<file path="src/core/psw_map.vh">
// Purpose: Constants for the pseudo-static memory write-burst host controller.
// Assumes: Included by the controller and its data memory module.
// Notes: Offsets, fields, the control reset and the divider and guard cycle counts live here.
// Operation
// - Select low while clock idle, then clock.
// - Command bit 47 zero means write.
// - Command bit 46 zero selects memory space.
// - Command bit 45 selects wrapped or linear.
// - Host clocks latency cycles before data.
// - Strobe low one latency, high doubles.
// - Host drives data centred between clock edges.
// - Mask high keeps byte, low stores it.
// - No latency inserted during data phase.
// - Data flows one word per clock cycle.
// - Host ends write raising select, clock idle.
// - Clock may idle while select is high.
// - Deselect between transactions, never back-to-back.
// - Zero latency: no mask, full words written. This controller does not offer zero latency and always drives the mask.
`ifndef PSW_MAP_VH
`define PSW_MAP_VH
// Register offsets of the controller's own register port.
`define PSW_ADDR_CTRL 4'h0
`define PSW_ADDR_ADDR 4'h1
`define PSW_ADDR_STAT 4'h2
`define PSW_ADDR_DATA 4'h3
// Control register fields.
`define PSW_CTRL_GO 0
`define PSW_CTRL_LINEAR 1
`define PSW_CTRL_LAT_LO 4
`define PSW_CTRL_LAT_HI 7
`define PSW_CTRL_LEN_LO 8
`define PSW_CTRL_LEN_HI 15
`define PSW_CTRL_RESET 16'h0060
// Command-address field positions.
`define PSW_CA_DIR 47
`define PSW_CA_SPACE 46
`define PSW_CA_BURST 45
// Status fields.
`define PSW_STAT_BUSY 0
`define PSW_STAT_DOUBLE 1
`define PSW_STAT_DONE 2
// Clock divider: half period of the bus clock in system cycles.
`define PSW_TCK_NS 16
`define PSW_SYS_NS 4
`define PSW_HALF_CYC ((`PSW_TCK_NS / 2) / `PSW_SYS_NS)
// Guard time with the clock idle around select edges, in ns.
`define PSW_GUARD_NS 8
`define PSW_GUARD_CYC ((`PSW_GUARD_NS + `PSW_SYS_NS - 1) / `PSW_SYS_NS)
// Address width of the write data store; it holds 16 words.
`define PSW_MEM_AW 4
`endif

</file>
<file path="src/core/psw_store.v">
// Purpose: Small word store holding the burst's data and byte masks.
// Assumes: One write and one registered read per clock.
// Notes: Read data come out of a register one cycle after the address.
`timescale 1ns/1ps
`include "psw_map.vh"
module psw_store (
  input wire SYS_CLK,
  input wire wr_en,
  input wire [`PSW_MEM_AW-1:0] wr_addr,
  input wire [17:0] wr_data,
  input wire [`PSW_MEM_AW-1:0] rd_addr,
  output reg [17:0] rd_data
);
  // Word storage: two mask bits above sixteen data bits.
  reg [17:0] mem [0:(1<<`PSW_MEM_AW)-1];

  // Write port and registered read port.
  always @(posedge SYS_CLK) begin
    if (wr_en) begin
      mem[wr_addr] <= wr_data;
    end
    rd_data <= mem[rd_addr];
  end
endmodule

</file>
<file path="src/core/psw_host.v">
// Purpose: Host controller issuing memory-array write bursts on the bus.
// Assumes: Device strobe is sampled during command cycles only.
// Notes: Bus clock is made here by a divider; it is not a second domain.
//
// Our own choices: the register addresses and the address-and-strobe port.
`timescale 1ns/1ps
`include "psw_map.vh"
module psw_host (
  input wire SYS_CLK,
  input wire RST,
  input wire [3:0] ADDR,
  input wire [31:0] WDATA,
  input wire WR,
  input wire RD,
  output reg [31:0] RDATA,
  output reg CS_N,
  output reg CK_T,
  output reg CK_C,
  output reg [7:0] DQ_O,
  output reg DQ_OE,
  input wire STROBE_MASK_LINE_I,
  output reg STROBE_MASK_LINE_O,
  output reg STROBE_MASK_LINE_OE
);
  // Controller states.
  localparam S_IDLE = 3'd0;
  localparam S_SETUP = 3'd1;
  localparam S_CMD = 3'd2;
  localparam S_LAT = 3'd3;
  localparam S_DATA = 3'd4;
  localparam S_HOLD = 3'd5;

  reg [2:0] state_reg, state_next; // Main sequencer state.
  reg [15:0] ctrl_reg; // Burst type, latency count, word count.
  reg [31:0] addr_reg; // Target word address.
  reg done_reg; // Sticky burst-complete flag.
  reg dbl_reg; // Doubled latency seen on the strobe.
  reg [1:0] div_reg; // Bus clock half-period divider.
  reg [2:0] phase_reg; // Command byte index or half-cycle count.
  reg [4:0] lat_reg; // Remaining latency clock cycles.
  reg [7:0] left_reg; // Data words still to send.
  reg [47:0] ca_reg; // Assembled command-address word.
  reg [`PSW_MEM_AW-1:0] wptr_reg; // Store write pointer from software.
  reg [`PSW_MEM_AW-1:0] rptr_reg; // Store read pointer for the burst.
  reg [2:0] strobe_mask_line_sync_reg; // Strobe input synchroniser.
  wire [31:0] half_m1; // Divider reload, one less than a half period.
  wire [31:0] guard_cyc; // Idle-clock guard length in system cycles.
  reg [`PSW_MEM_AW:0] guard_reg; // Idle-clock guard counter.
  wire [17:0] word; // Next data word and its two masks.
  wire tick; // One bus clock half period has passed.
  wire strobe_hi; // Strobe high, settled over two stages.

  assign tick = (div_reg == 2'd0);
  assign strobe_hi = strobe_mask_line_sync_reg[1] & strobe_mask_line_sync_reg[2];
  // Timing counts are kept as full words and sliced where they are used.
  assign half_m1 = `PSW_HALF_CYC - 1;
  assign guard_cyc = `PSW_GUARD_CYC;

  // Data and mask words are kept in the store until the burst drains them.
  psw_store u_store (
    .SYS_CLK(SYS_CLK),
    .wr_en(WR && (ADDR == `PSW_ADDR_DATA)),
    .wr_addr(wptr_reg),
    .wr_data(WDATA[17:0]),
    .rd_addr(rptr_reg),
    .rd_data(word)
  );

  // Three flops on the strobe pin; only the later two are compared.
  always @(posedge SYS_CLK) begin
    if (RST) begin
      strobe_mask_line_sync_reg <= 3'h0;
    end else begin
      strobe_mask_line_sync_reg <= {strobe_mask_line_sync_reg[1:0], STROBE_MASK_LINE_I};
    end
  end

  // Register port: writes steer the burst, reads show progress.
  always @(posedge SYS_CLK) begin
    if (RST) begin
      ctrl_reg <= `PSW_CTRL_RESET;
      addr_reg <= 32'h0;
      wptr_reg <= {`PSW_MEM_AW{1'b0}};
      RDATA <= 32'h0;
    end else begin
      if (WR && ADDR == `PSW_ADDR_CTRL) begin
        ctrl_reg <= WDATA[15:0];
      end else if (state_reg != S_IDLE) begin
        // The start bit self-clears once the burst is under way.
        ctrl_reg[`PSW_CTRL_GO] <= 1'b0;
      end
      if (WR && ADDR == `PSW_ADDR_ADDR) begin
        addr_reg <= WDATA;
        wptr_reg <= {`PSW_MEM_AW{1'b0}};
      end else if (WR && ADDR == `PSW_ADDR_DATA) begin
        wptr_reg <= wptr_reg + 1'b1;
      end
      // Read data stand only in the cycle after the strobe.
      if (RD) begin
        case (ADDR)
          `PSW_ADDR_CTRL: RDATA <= {16'h0, ctrl_reg};
          `PSW_ADDR_ADDR: RDATA <= addr_reg;
          // Busy also covers a start not yet taken, so a poll right
          // after the start never sees the previous burst's done flag with busy low.
          `PSW_ADDR_STAT: RDATA <= {29'h0, done_reg, dbl_reg,
            (state_reg != S_IDLE) | ctrl_reg[`PSW_CTRL_GO]};
          default: RDATA <= 32'h0;
        endcase
      end else begin
        RDATA <= 32'h0;
      end
    end
  end

  // Next-state logic of the sequencer.
  always @* begin
    state_next = state_reg;
    case (state_reg)
      S_IDLE: begin
        // a new burst only starts from deselected idle.
        if (ctrl_reg[`PSW_CTRL_GO]) begin
          state_next = S_SETUP;
        end
      end
      S_SETUP: begin
        if (guard_reg == 0) begin
          state_next = S_CMD;
        end
      end
      S_CMD: begin
        if (tick && phase_reg == 3'd5) begin
          state_next = S_LAT;
        end
      end
      S_LAT: begin
        if (tick && CK_T && lat_reg == 5'd1) begin
          state_next = S_DATA;
        end
      end
      S_DATA: begin
        // the clock keeps toggling until the last word has gone.
        if (tick && CK_T && left_reg == 8'd1) begin
          state_next = S_HOLD;
        end
      end
      S_HOLD: begin
        if (guard_reg == 0) begin
          state_next = S_IDLE;
        end
      end
      default: state_next = S_IDLE;
    endcase
  end

  // Bus side: clock divider, command shifting, latency and data.
  always @(posedge SYS_CLK) begin
    if (RST) begin
      state_reg <= S_IDLE;
      div_reg <= 2'd0;
      phase_reg <= 3'd0;
      lat_reg <= 5'd0;
      left_reg <= 8'd0;
      ca_reg <= 48'h0;
      rptr_reg <= {`PSW_MEM_AW{1'b0}};
      guard_reg <= {(`PSW_MEM_AW+1){1'b0}};
      dbl_reg <= 1'b0;
      done_reg <= 1'b0;
      CS_N <= 1'b1;
      CK_T <= 1'b0;
      CK_C <= 1'b1;
      DQ_O <= 8'h0;
      DQ_OE <= 1'b0;
      STROBE_MASK_LINE_O <= 1'b0;
      STROBE_MASK_LINE_OE <= 1'b0;
    end else begin
      state_reg <= state_next;
      div_reg <= (div_reg == 2'd0) ? half_m1[1:0] : div_reg - 1'b1;
      if (guard_reg != 0) begin
        guard_reg <= guard_reg - 1'b1;
      end
      case (state_reg)
        S_IDLE: begin
          // the clock stays parked low while deselected.
          CK_T <= 1'b0;
          CK_C <= 1'b1;
          if (ctrl_reg[`PSW_CTRL_GO]) begin
            // write into memory space; burst type.
            ca_reg <= {1'b0, 1'b0, ctrl_reg[`PSW_CTRL_LINEAR],
              addr_reg[31:3], 13'h0, addr_reg[2:0]};
            CS_N <= 1'b0;
            done_reg <= 1'b0;
            dbl_reg <= 1'b0;
            rptr_reg <= {`PSW_MEM_AW{1'b0}};
            left_reg <= ctrl_reg[`PSW_CTRL_LEN_HI:`PSW_CTRL_LEN_LO];
            guard_reg <= guard_cyc[`PSW_MEM_AW:0];
            phase_reg <= 3'd0;
          end
        end
        S_SETUP: begin
          // first byte is presented before the first clock edge.
          DQ_O <= ca_reg[47:40];
          DQ_OE <= 1'b1;
        end
        S_CMD: begin
          // strobe belongs to the device; the host only listens.
          STROBE_MASK_LINE_OE <= 1'b0;
          if (strobe_hi) begin
            dbl_reg <= 1'b1;
          end
          if (tick) begin
            // Each edge takes the byte set up half a phase earlier.
            CK_T <= ~CK_T;
            CK_C <= ~CK_C;
            phase_reg <= phase_reg + 1'b1;
            if (phase_reg == 3'd5) begin
              // doubled count when the strobe asked for it.
              // the mask is always driven, as zero latency is not
              // offered by this controller.
              lat_reg <= (dbl_reg | strobe_hi) ?
                {ctrl_reg[`PSW_CTRL_LAT_HI:`PSW_CTRL_LAT_LO], 1'b0} :
                {1'b0, ctrl_reg[`PSW_CTRL_LAT_HI:`PSW_CTRL_LAT_LO]};
            end
          end else if (phase_reg != 3'd0) begin
            // Mid-way between edges the next byte goes out, so a byte
            // never changes on the edge that samples it.
            ca_reg <= {ca_reg[39:0], 8'h0};
            DQ_O <= ca_reg[39:32];
          end
        end
        S_LAT: begin
          if (tick) begin
            CK_T <= ~CK_T;
            CK_C <= ~CK_C;
            if (CK_T) begin
              lat_reg <= lat_reg - 1'b1;
            end
          end else begin
            // The last command byte has been taken; release the lanes.
            DQ_OE <= 1'b0;
          end
        end
        S_DATA: begin
          // host owns the strobe here, so no latency can appear.
          if (tick) begin
            CK_T <= ~CK_T;
            CK_C <= ~CK_C;
            if (CK_T) begin
              // A falling edge completes one word.
              left_reg <= left_reg - 1'b1;
              if (left_reg == 8'd1) begin
                // select rises later, with the clock idle low.
                guard_reg <= guard_cyc[`PSW_MEM_AW:0];
              end
            end
          end else if (!CK_T) begin
            // first byte set up mid-way before the rising edge.
            DQ_O <= word[15:8];
            STROBE_MASK_LINE_O <= word[17];
            DQ_OE <= 1'b1;
            STROBE_MASK_LINE_OE <= 1'b1;
          end else begin
            // second byte set up mid-way before the falling edge.
            DQ_O <= word[7:0];
            STROBE_MASK_LINE_O <= word[16];
            rptr_reg <= rptr_reg + 1'b1;
          end
        end
        S_HOLD: begin
          // Lanes are let go only after the last edge has sampled them.
          DQ_OE <= 1'b0;
          STROBE_MASK_LINE_OE <= 1'b0;
          CK_T <= 1'b0;
          CK_C <= 1'b1;
          if (guard_reg == 0) begin
            CS_N <= 1'b1;
            done_reg <= 1'b1;
          end
        end
        default: begin
          CS_N <= 1'b1;
        end
      endcase
    end
  end
endmodule

</file>
<file path="config.mk">
export PLATFORM = sky130hd
export DESIGN_NAME = psw_host
export DESIGN_NICKNAME = d
export VERILOG_FILES = /design/src/core/psw_store.v /design/src/core/psw_host.v
export VERILOG_INCLUDE_DIRS = /design/src /design/src/core
export SDC_FILE = /design/constraint.sdc
export NUM_CORES = 1
export LEC_CHECK = 0
export BUFFER_PORTS_ARGS = -buffer_cell sky130_fd_sc_hd__clkbuf_2
export CORE_ASPECT_RATIO = 0.8
export CORE_MARGIN = 5
export CORE_UTILIZATION = 30
export DETAILED_ROUTE_END_ITERATION = 10
export PLACE_DENSITY = 0.54
export SETUP_SLACK_MARGIN = 0.1
export SYNTH_ARGS = -nofsm -noshare
export SYNTH_HDL_FRONTEND = slang
export SYNTH_SLANG_ARGS = --single-unit
</file>
<file path="constraint.sdc">
create_clock -name SYS_CLK -period 3.15 [get_ports SYS_CLK]
set_input_delay 0.315 -clock SYS_CLK [delete_from_list [all_inputs] [get_ports SYS_CLK]]
set_output_delay 0.315 -clock SYS_CLK [all_outputs]
set_load 0.05 [all_outputs]
</file>
* Word level (Yosys, flattened, before mapping)
Memories as Yosys holds them, arrays and structs flattened. A register that Yosys moved wholly into a read port is not among the register bits.
Cells that the tools add are included.
** Operators by class
- Reduce and logical (&&, ||, !) cells :: 44
- Equal/unequal tests :: 30
- Mux-type cells :: 61
- Bitwise gates (word level) :: 8
- $add $sub $neg :: 7
** Operators by type and width (number)
- $mux W48 :: 3
- $pmux W32 S3 :: 1
- $pmux W48 S2 :: 1
- $mux W8 :: 7
- $mux W5 :: 10
- $ne A2 B2 Y1 const B :: 18
- $mux W3 :: 8
- $pmux W8 S3 :: 1
- $pmux W5 S2 :: 2
- $reduce_and A4 Y1 :: 5
- $pmux W3 S6 :: 1
- $pmux W8 S2 :: 1
- $reduce_and A3 Y1 :: 5
- $mux W1 :: 14
- $reduce_bool A2 Y1 :: 7
- $mux W4 :: 3
- $pmux W1 S2 :: 5
- $reduce_or A2 Y1 :: 5
- $sub A5 B1 Y5 const B :: 2
- $eq A3 B3 Y1 const B :: 3
- $reduce_bool A3 Y1 :: 3
- $add A4 B1 Y4 const B :: 2
- $eq A4 B2 Y1 const B :: 2
- $eq A8 B1 Y1 const B :: 1
- other kinds (27) :: 40
** Storage, ports and cells
- Flip-flop bits (word level) :: 181
- Word-level logic and storage cells :: 175
- RAM bits :: 288
- Memories :: 1
- Output and inout bits :: 46
- Input bits :: 41
** Memory list
- u_store.mem :: depth 16, bits a word 18, rd ports 1, clocked after memory_dff 1, wr ports 1, RTL line psw_store.v:15 : reg [17:0] mem [0:(1<<`PSW_MEM_AW)-1];

* Longest topological paths before layout
- Word-level depth :: 6
- Mapped depth :: 8
- Gate-level depth less buffers :: 6

* Modules after synthesis
A second synthesis with hierarchy kept.
** Second synthesis, totals
- Cells, all modules :: 1331
- Area total of the unflattened synthesis :: 18701.7 um^2
** By module, submodules not included
- psw_store :: cells each 482, area each 11322.1 um^2, sequential area each 9008.6 um^2, instances 1
- psw_host :: cells each 849, area each 7379.6 um^2, sequential area each 3423.3 um^2, instances 1

* Least setup slack after synthesis
No wires, ideal clock.
- Path kind :: input-to-reg
- Start point :: input port ADDR[0]
- End point :: memory u_store.mem[0][0] (enable)
- Library setup time :: 0.416 ns
- Data arrival time :: 2.409 ns
- Path buffers :: 1
- Path slack :: 0.325 ns
- Stages :: 5
- Data required time :: 2.734 ns
- Cells stage by stage :: buf_2 > nand3_1 > nor3_1 > nand2_1 > nor3_1
** Between the ends
- Longest elaborated chain between the ends :: 4
** RTL lines
- start: declaration :: RTL line psw_host.v:11 : input wire [3:0] ADDR,
- $eq A4 B2 Y1 (no line)
- $logic_and A1 B1 Y1 :: RTL line psw_host.v:62 : .wr_en(WR && (ADDR == `PSW_ADDR_DATA)),
- $mux W1 :: RTL line psw_store.v:19 : if (wr_en) begin
- $mux W1 (not written as such) :: RTL line psw_store.v:20 : mem[wr_addr] <= wr_data;
- end: declaration :: RTL line psw_store.v:15
No other way between the ends.

* Worst setup path after layout
- Start point :: register phase_reg[0]
- End point :: register ca_reg[36]
** Between the ends
- Longest elaborated chain between the ends :: 3
** RTL lines
- start: declaration :: RTL line psw_host.v:39 : reg [2:0] phase_reg;
- start signal: assignment :: RTL line psw_host.v:214 : phase_reg <= phase_reg + 1'b1;
- $reduce_bool A3 Y1 :: RTL line psw_host.v:223 : end else if (phase_reg != 3'd0) begin
- $ne A2 B2 Y1 (no line)
- $reduce_and A4 Y1 (no line)
- end signal: assignment :: RTL line psw_host.v:188 : ca_reg <= {1'b0, 1'b0, ctrl_reg[`PSW_CTRL_LINEAR],
- end signal: assignment :: RTL line psw_host.v:226 : ca_reg <= {ca_reg[39:0], 8'h0};
- end: declaration :: RTL line psw_host.v:42 : reg [47:0] ca_reg;
No other way between the ends.
A chain may end at the register's enable or synchronous reset.

==> results list <==
- Nets in the synthesized netlist: 1437
- Boundary Pins: 87
* Final Cycle Share: 72.2%
- RSZ-0062 raised after global routing: false
- CTS tree: yes
- The net count of the finished layout is 1540.
- Max-cap violations in this run came to 0.
- The worst hold path was traced through 3 stages.
- Largest fanout on the critical path: 18
- Grt total ovfl: 0
* Register bit total from synthesis: 477
- Share of the synthesized area in the top cell type: 46.0%
- The final route contains 11900 vias.
* Post-layout util: 35.3%
* Number of unique standard cell types used by synthesis: 74
- Worst min-delay path endpoint: RDATA[4]$_SDFF_PP0_
* Mapped Area: 0.0188 mm^2
- Top cells by area, synth: edfxtp_1 (46%), dfxtp_1 (20%), mux4_2 (8.9%), nand2_1 (3.9%), a21oi_1 (2.8%)
- Final TNS setup: 0 ns
- In this run the deepest clock path goes through 3 buffers.
* End of the worst register-to-register path: ca_reg[36]$_SDFFE_PP0P_
- The number of global-route vias before repair came to 11600.
- Number of pins exceeding their max-slew limit in the final report: 0
* Beginning of the worst hold path: RD
- Fraction of the yosys area taken by sequential cells: 66.1%
- Core footprint: 0.0624 mm^2
- Detailed-routing iteration count for the pre-antenna-repair pass: 5
- The die is 290 um wide.
* Post-detailed-route wirelength per cell: 21.8 um
* FFs w/ async S/R, synth: 0%
- Entering global routing, the biggest net connects 69 pins.
- During synthesis, Yosys emitted a total of 0 warnings.
* Data required, critical path: 3.64 ns
- Final worst clock skew: 0.0314 ns
- The worst register-to-register path begins at phase_reg[0]$_SDFFE_PP0P_.
- Port buffer count: 86
- Transition time at the pin with the least slew margin: 0.928 ns
- Maximum level of the CTS H-tree: 2
- Count of cells resized by post-cts repair: 0
* Count of clock tree sinks: 477
* Path category of the worst min-delay check: in2reg
* Count of cells along the worst register-to-register path: 7
* Count of nets left with antenna violations after detail routing: 0
- After floorplanning, the core was divided into 82 placement rows.
- Setup-violating endpoint count in the final report: 0
- Startpoint kind of the worst setup timing path: flip-flop
- Fmax: 440 MHz
- Detailed placement ended at an HPWL of 34000 um.
- The worst register-to-register path has a setup slack of 0.88 ns.
- Clock-pin slew was measured on the worst setup and hold paths at 0.06 ns.
- Antenna violations before repair: 4
- The commonest cells after synthesis are edfxtp_1 (288), nand2_1 (194), dfxtp_1 (189).
- Critical path class: reg2reg
* Post-route DRC violation count: 0
- Global routing used 14.7% of the available tracks.
- Number of enable-type register cells in the synthesized netlist: 288
- Clock tree root buffer cell: clkbuf_16
- Area delta synth->final: 16.9%
- The clock reaches the later pin of the worst-skew pair after 0.61 ns.
- The final hold violation count was 0.
* First-pass GRT wire length: 75800 um
- Critical path capture point type: flip-flop
- For this block, the routed nets add up to 51400 um of wire.
* Cell taking the most area after synthesis: edfxtp_1
- Initial Util: 30.2%
- The floorplan step set the die height to 234 um.
* Status: finished, final reports clean
* Post-detailed-placement cell area: 0.0203 mm^2
* Starting DRC count in detailed routing: 1296
- A synthesized cell averages 13.6 um^2.
- After detailed routing, the number of vias per cell comes to 5.04.
- Routability-driven placement finished with a final weighted congestion of 0.818.
- Leakage power figure: 7.03 nW
- TritonCTS buffer count: 48
* Relative slew margins: 38.0%
* Arrival time of the worst setup path: 2.77 ns
- The worst path needs 2.27 ns of the cycle, external delays included.
- In the final layout, the share of cells above drive strength 1 is 22.0%.
- Worst voltage drop across the vdd grid: 0.502 mV
* Summed area of non-filler cells in the final layout: 0.0220 mm^2
- In the synthesized netlist the dominant register cell turns out to be edfxtp_1.
- Total die area: 0.0679 mm^2
* Power density of the placed cells: 635 mW/mm^2
* Max reg flops: 288
- By instance count, the leading cell after synthesis is edfxtp_1.
- Post-synthesis instance total: 1382
- Counting the fill cells in the layout gives 6060.
cells in the final DEF, fill, tap and decap left out, types with 11 or more instances in the layout:
| cell type | synthesis | final |
|---|---|---|
| a22oi_1 | 50 | 50 |
| nand4_1 | 17 | 17 |
| dfxtp_1 | 189 | 187 |
| a21oi_2 | 11 | 11 |
| nor3_1 | 20 | 16 |
| buf_4 | 7 | 47 |
| nor2_2 | 1 | 14 |
| o22ai_1 | 14 | 13 |
| a21oi_1 | 104 | 104 |
| clkbuf_16 | 0 | 48 |
| inv_1 | 19 | 19 |
| nor2b_1 | 16 | 15 |
| o21ai_0 | 24 | 24 |
| clkbuf_2 | 1 | 85 |
| mux4_2 | 74 | 74 |
| nand2_1 | 194 | 194 |
| edfxtp_1 | 288 | 288 |
| a311oi_1 | 25 | 25 |
| and2_1 | 21 | 20 |
| nor2_1 | 57 | 44 |
| dlygate4sd3_1 | 0 | 15 |
| ha_1 | 14 | 14 |
stage by stage:
stage                     power [mW]  setup slack (ns)  cells  hold WS [ns]
after detailed placement        8.34             0.812   2260         0.431
after floorplan                 7.93             0.325   1382         0.412
after global routing            14.5             0.665   2362         0.155
after global placement          8.32             0.822   2260         0.429
final                           14.0             0.875   2363         0.160
after CTS                       14.1             0.871   2362         0.130
how the worst max path moves through the flow:
stage,slack (ns),start,to
final,0.88,phase_reg[0]$_SDFFE_PP0P_,ca_reg[36]$_SDFFE_PP0P_
after global routing,0.67,phase_reg[1]$_SDFFE_PP0P_,ca_reg[24]$_SDFFE_PP0P_
after CTS,0.87,CK_T$_SDFFE_PP0P_,CK_T
after detailed placement,0.81,ADDR[1],u_store.mem[3][16]$_DFFE_PP_
after global placement,0.82,ADDR[0],u_store.mem[3][2]$_DFFE_PP_
after floorplan,0.33,ADDR[0],u_store.mem[0][0]$_DFFE_PP_
routing by layer:
layer | share of wire (%) | vias to the layer above | wire [um] | track usage (%)
met5 | 0.025 | - | 13 | 0
met4 | 2.6 | 2 | 1350 | 4.61
met3 | 7.4 | 78 | 3810 | 3.29
met2 | 44 | 383 | 22800 | 22.1
met1 | 46 | 6006 | 23500 | 21.2
li1 | - | 5452 | - | -
final cells by class:
type	count	area, um^2	area share, %
diodes	1	2.50	0.0114
clock buffers	60	1270	5.76
inverters	20	75.1	0.341
repair buffers	149	968	4.40
well taps	840	1050	4.78
clock inverters	27	312	1.42
multi-input cells	789	5880	26.7
flip-flops and latches	477	12400	56.6
kinds of logic (layout without fill, tap and decap cells):
kind of cell             Yosys count  after routing  share of synthesized area, %
XOR/XNOR                           8              8                         0.372
flip-flops                       477            477                          66.1
buffers and inverters            116            256                          3.01
AO/OA/AOI/OAI                    300            300                          10.5
multiplexers                      81             81                          9.25
adder cells (fa/ha/maj)           14             14                         0.931
AND/OR/NAND/NOR                  386            386                          9.86
other                              0              1                             0
worst max-delay path: stages (launching register included):
cell       delay (ns)
dfxtp_1          0.35
inv_1            0.07
ha_1             0.13
nor2b_1          0.28
a2bb2oi_2        0.54
nor2_1           0.29
buf_4            0.28
a311oi_1         0.24
timing repair:
action                                 4_1_cts  5_1_grt
endpoints found under the hold margin       15        0
setup buffers                                0        0
hold buffers                                15        0
report_power, final:
part	switching [mW]	leakage, nW	internal (mW)
Combinational	0.981	2.13	0.443
Clock	2.43	0.774	3.29
Sequential	0.125	4.12	6.69
Total	3.53	7.03	10.4
Power figures use the tool's default switching activity.
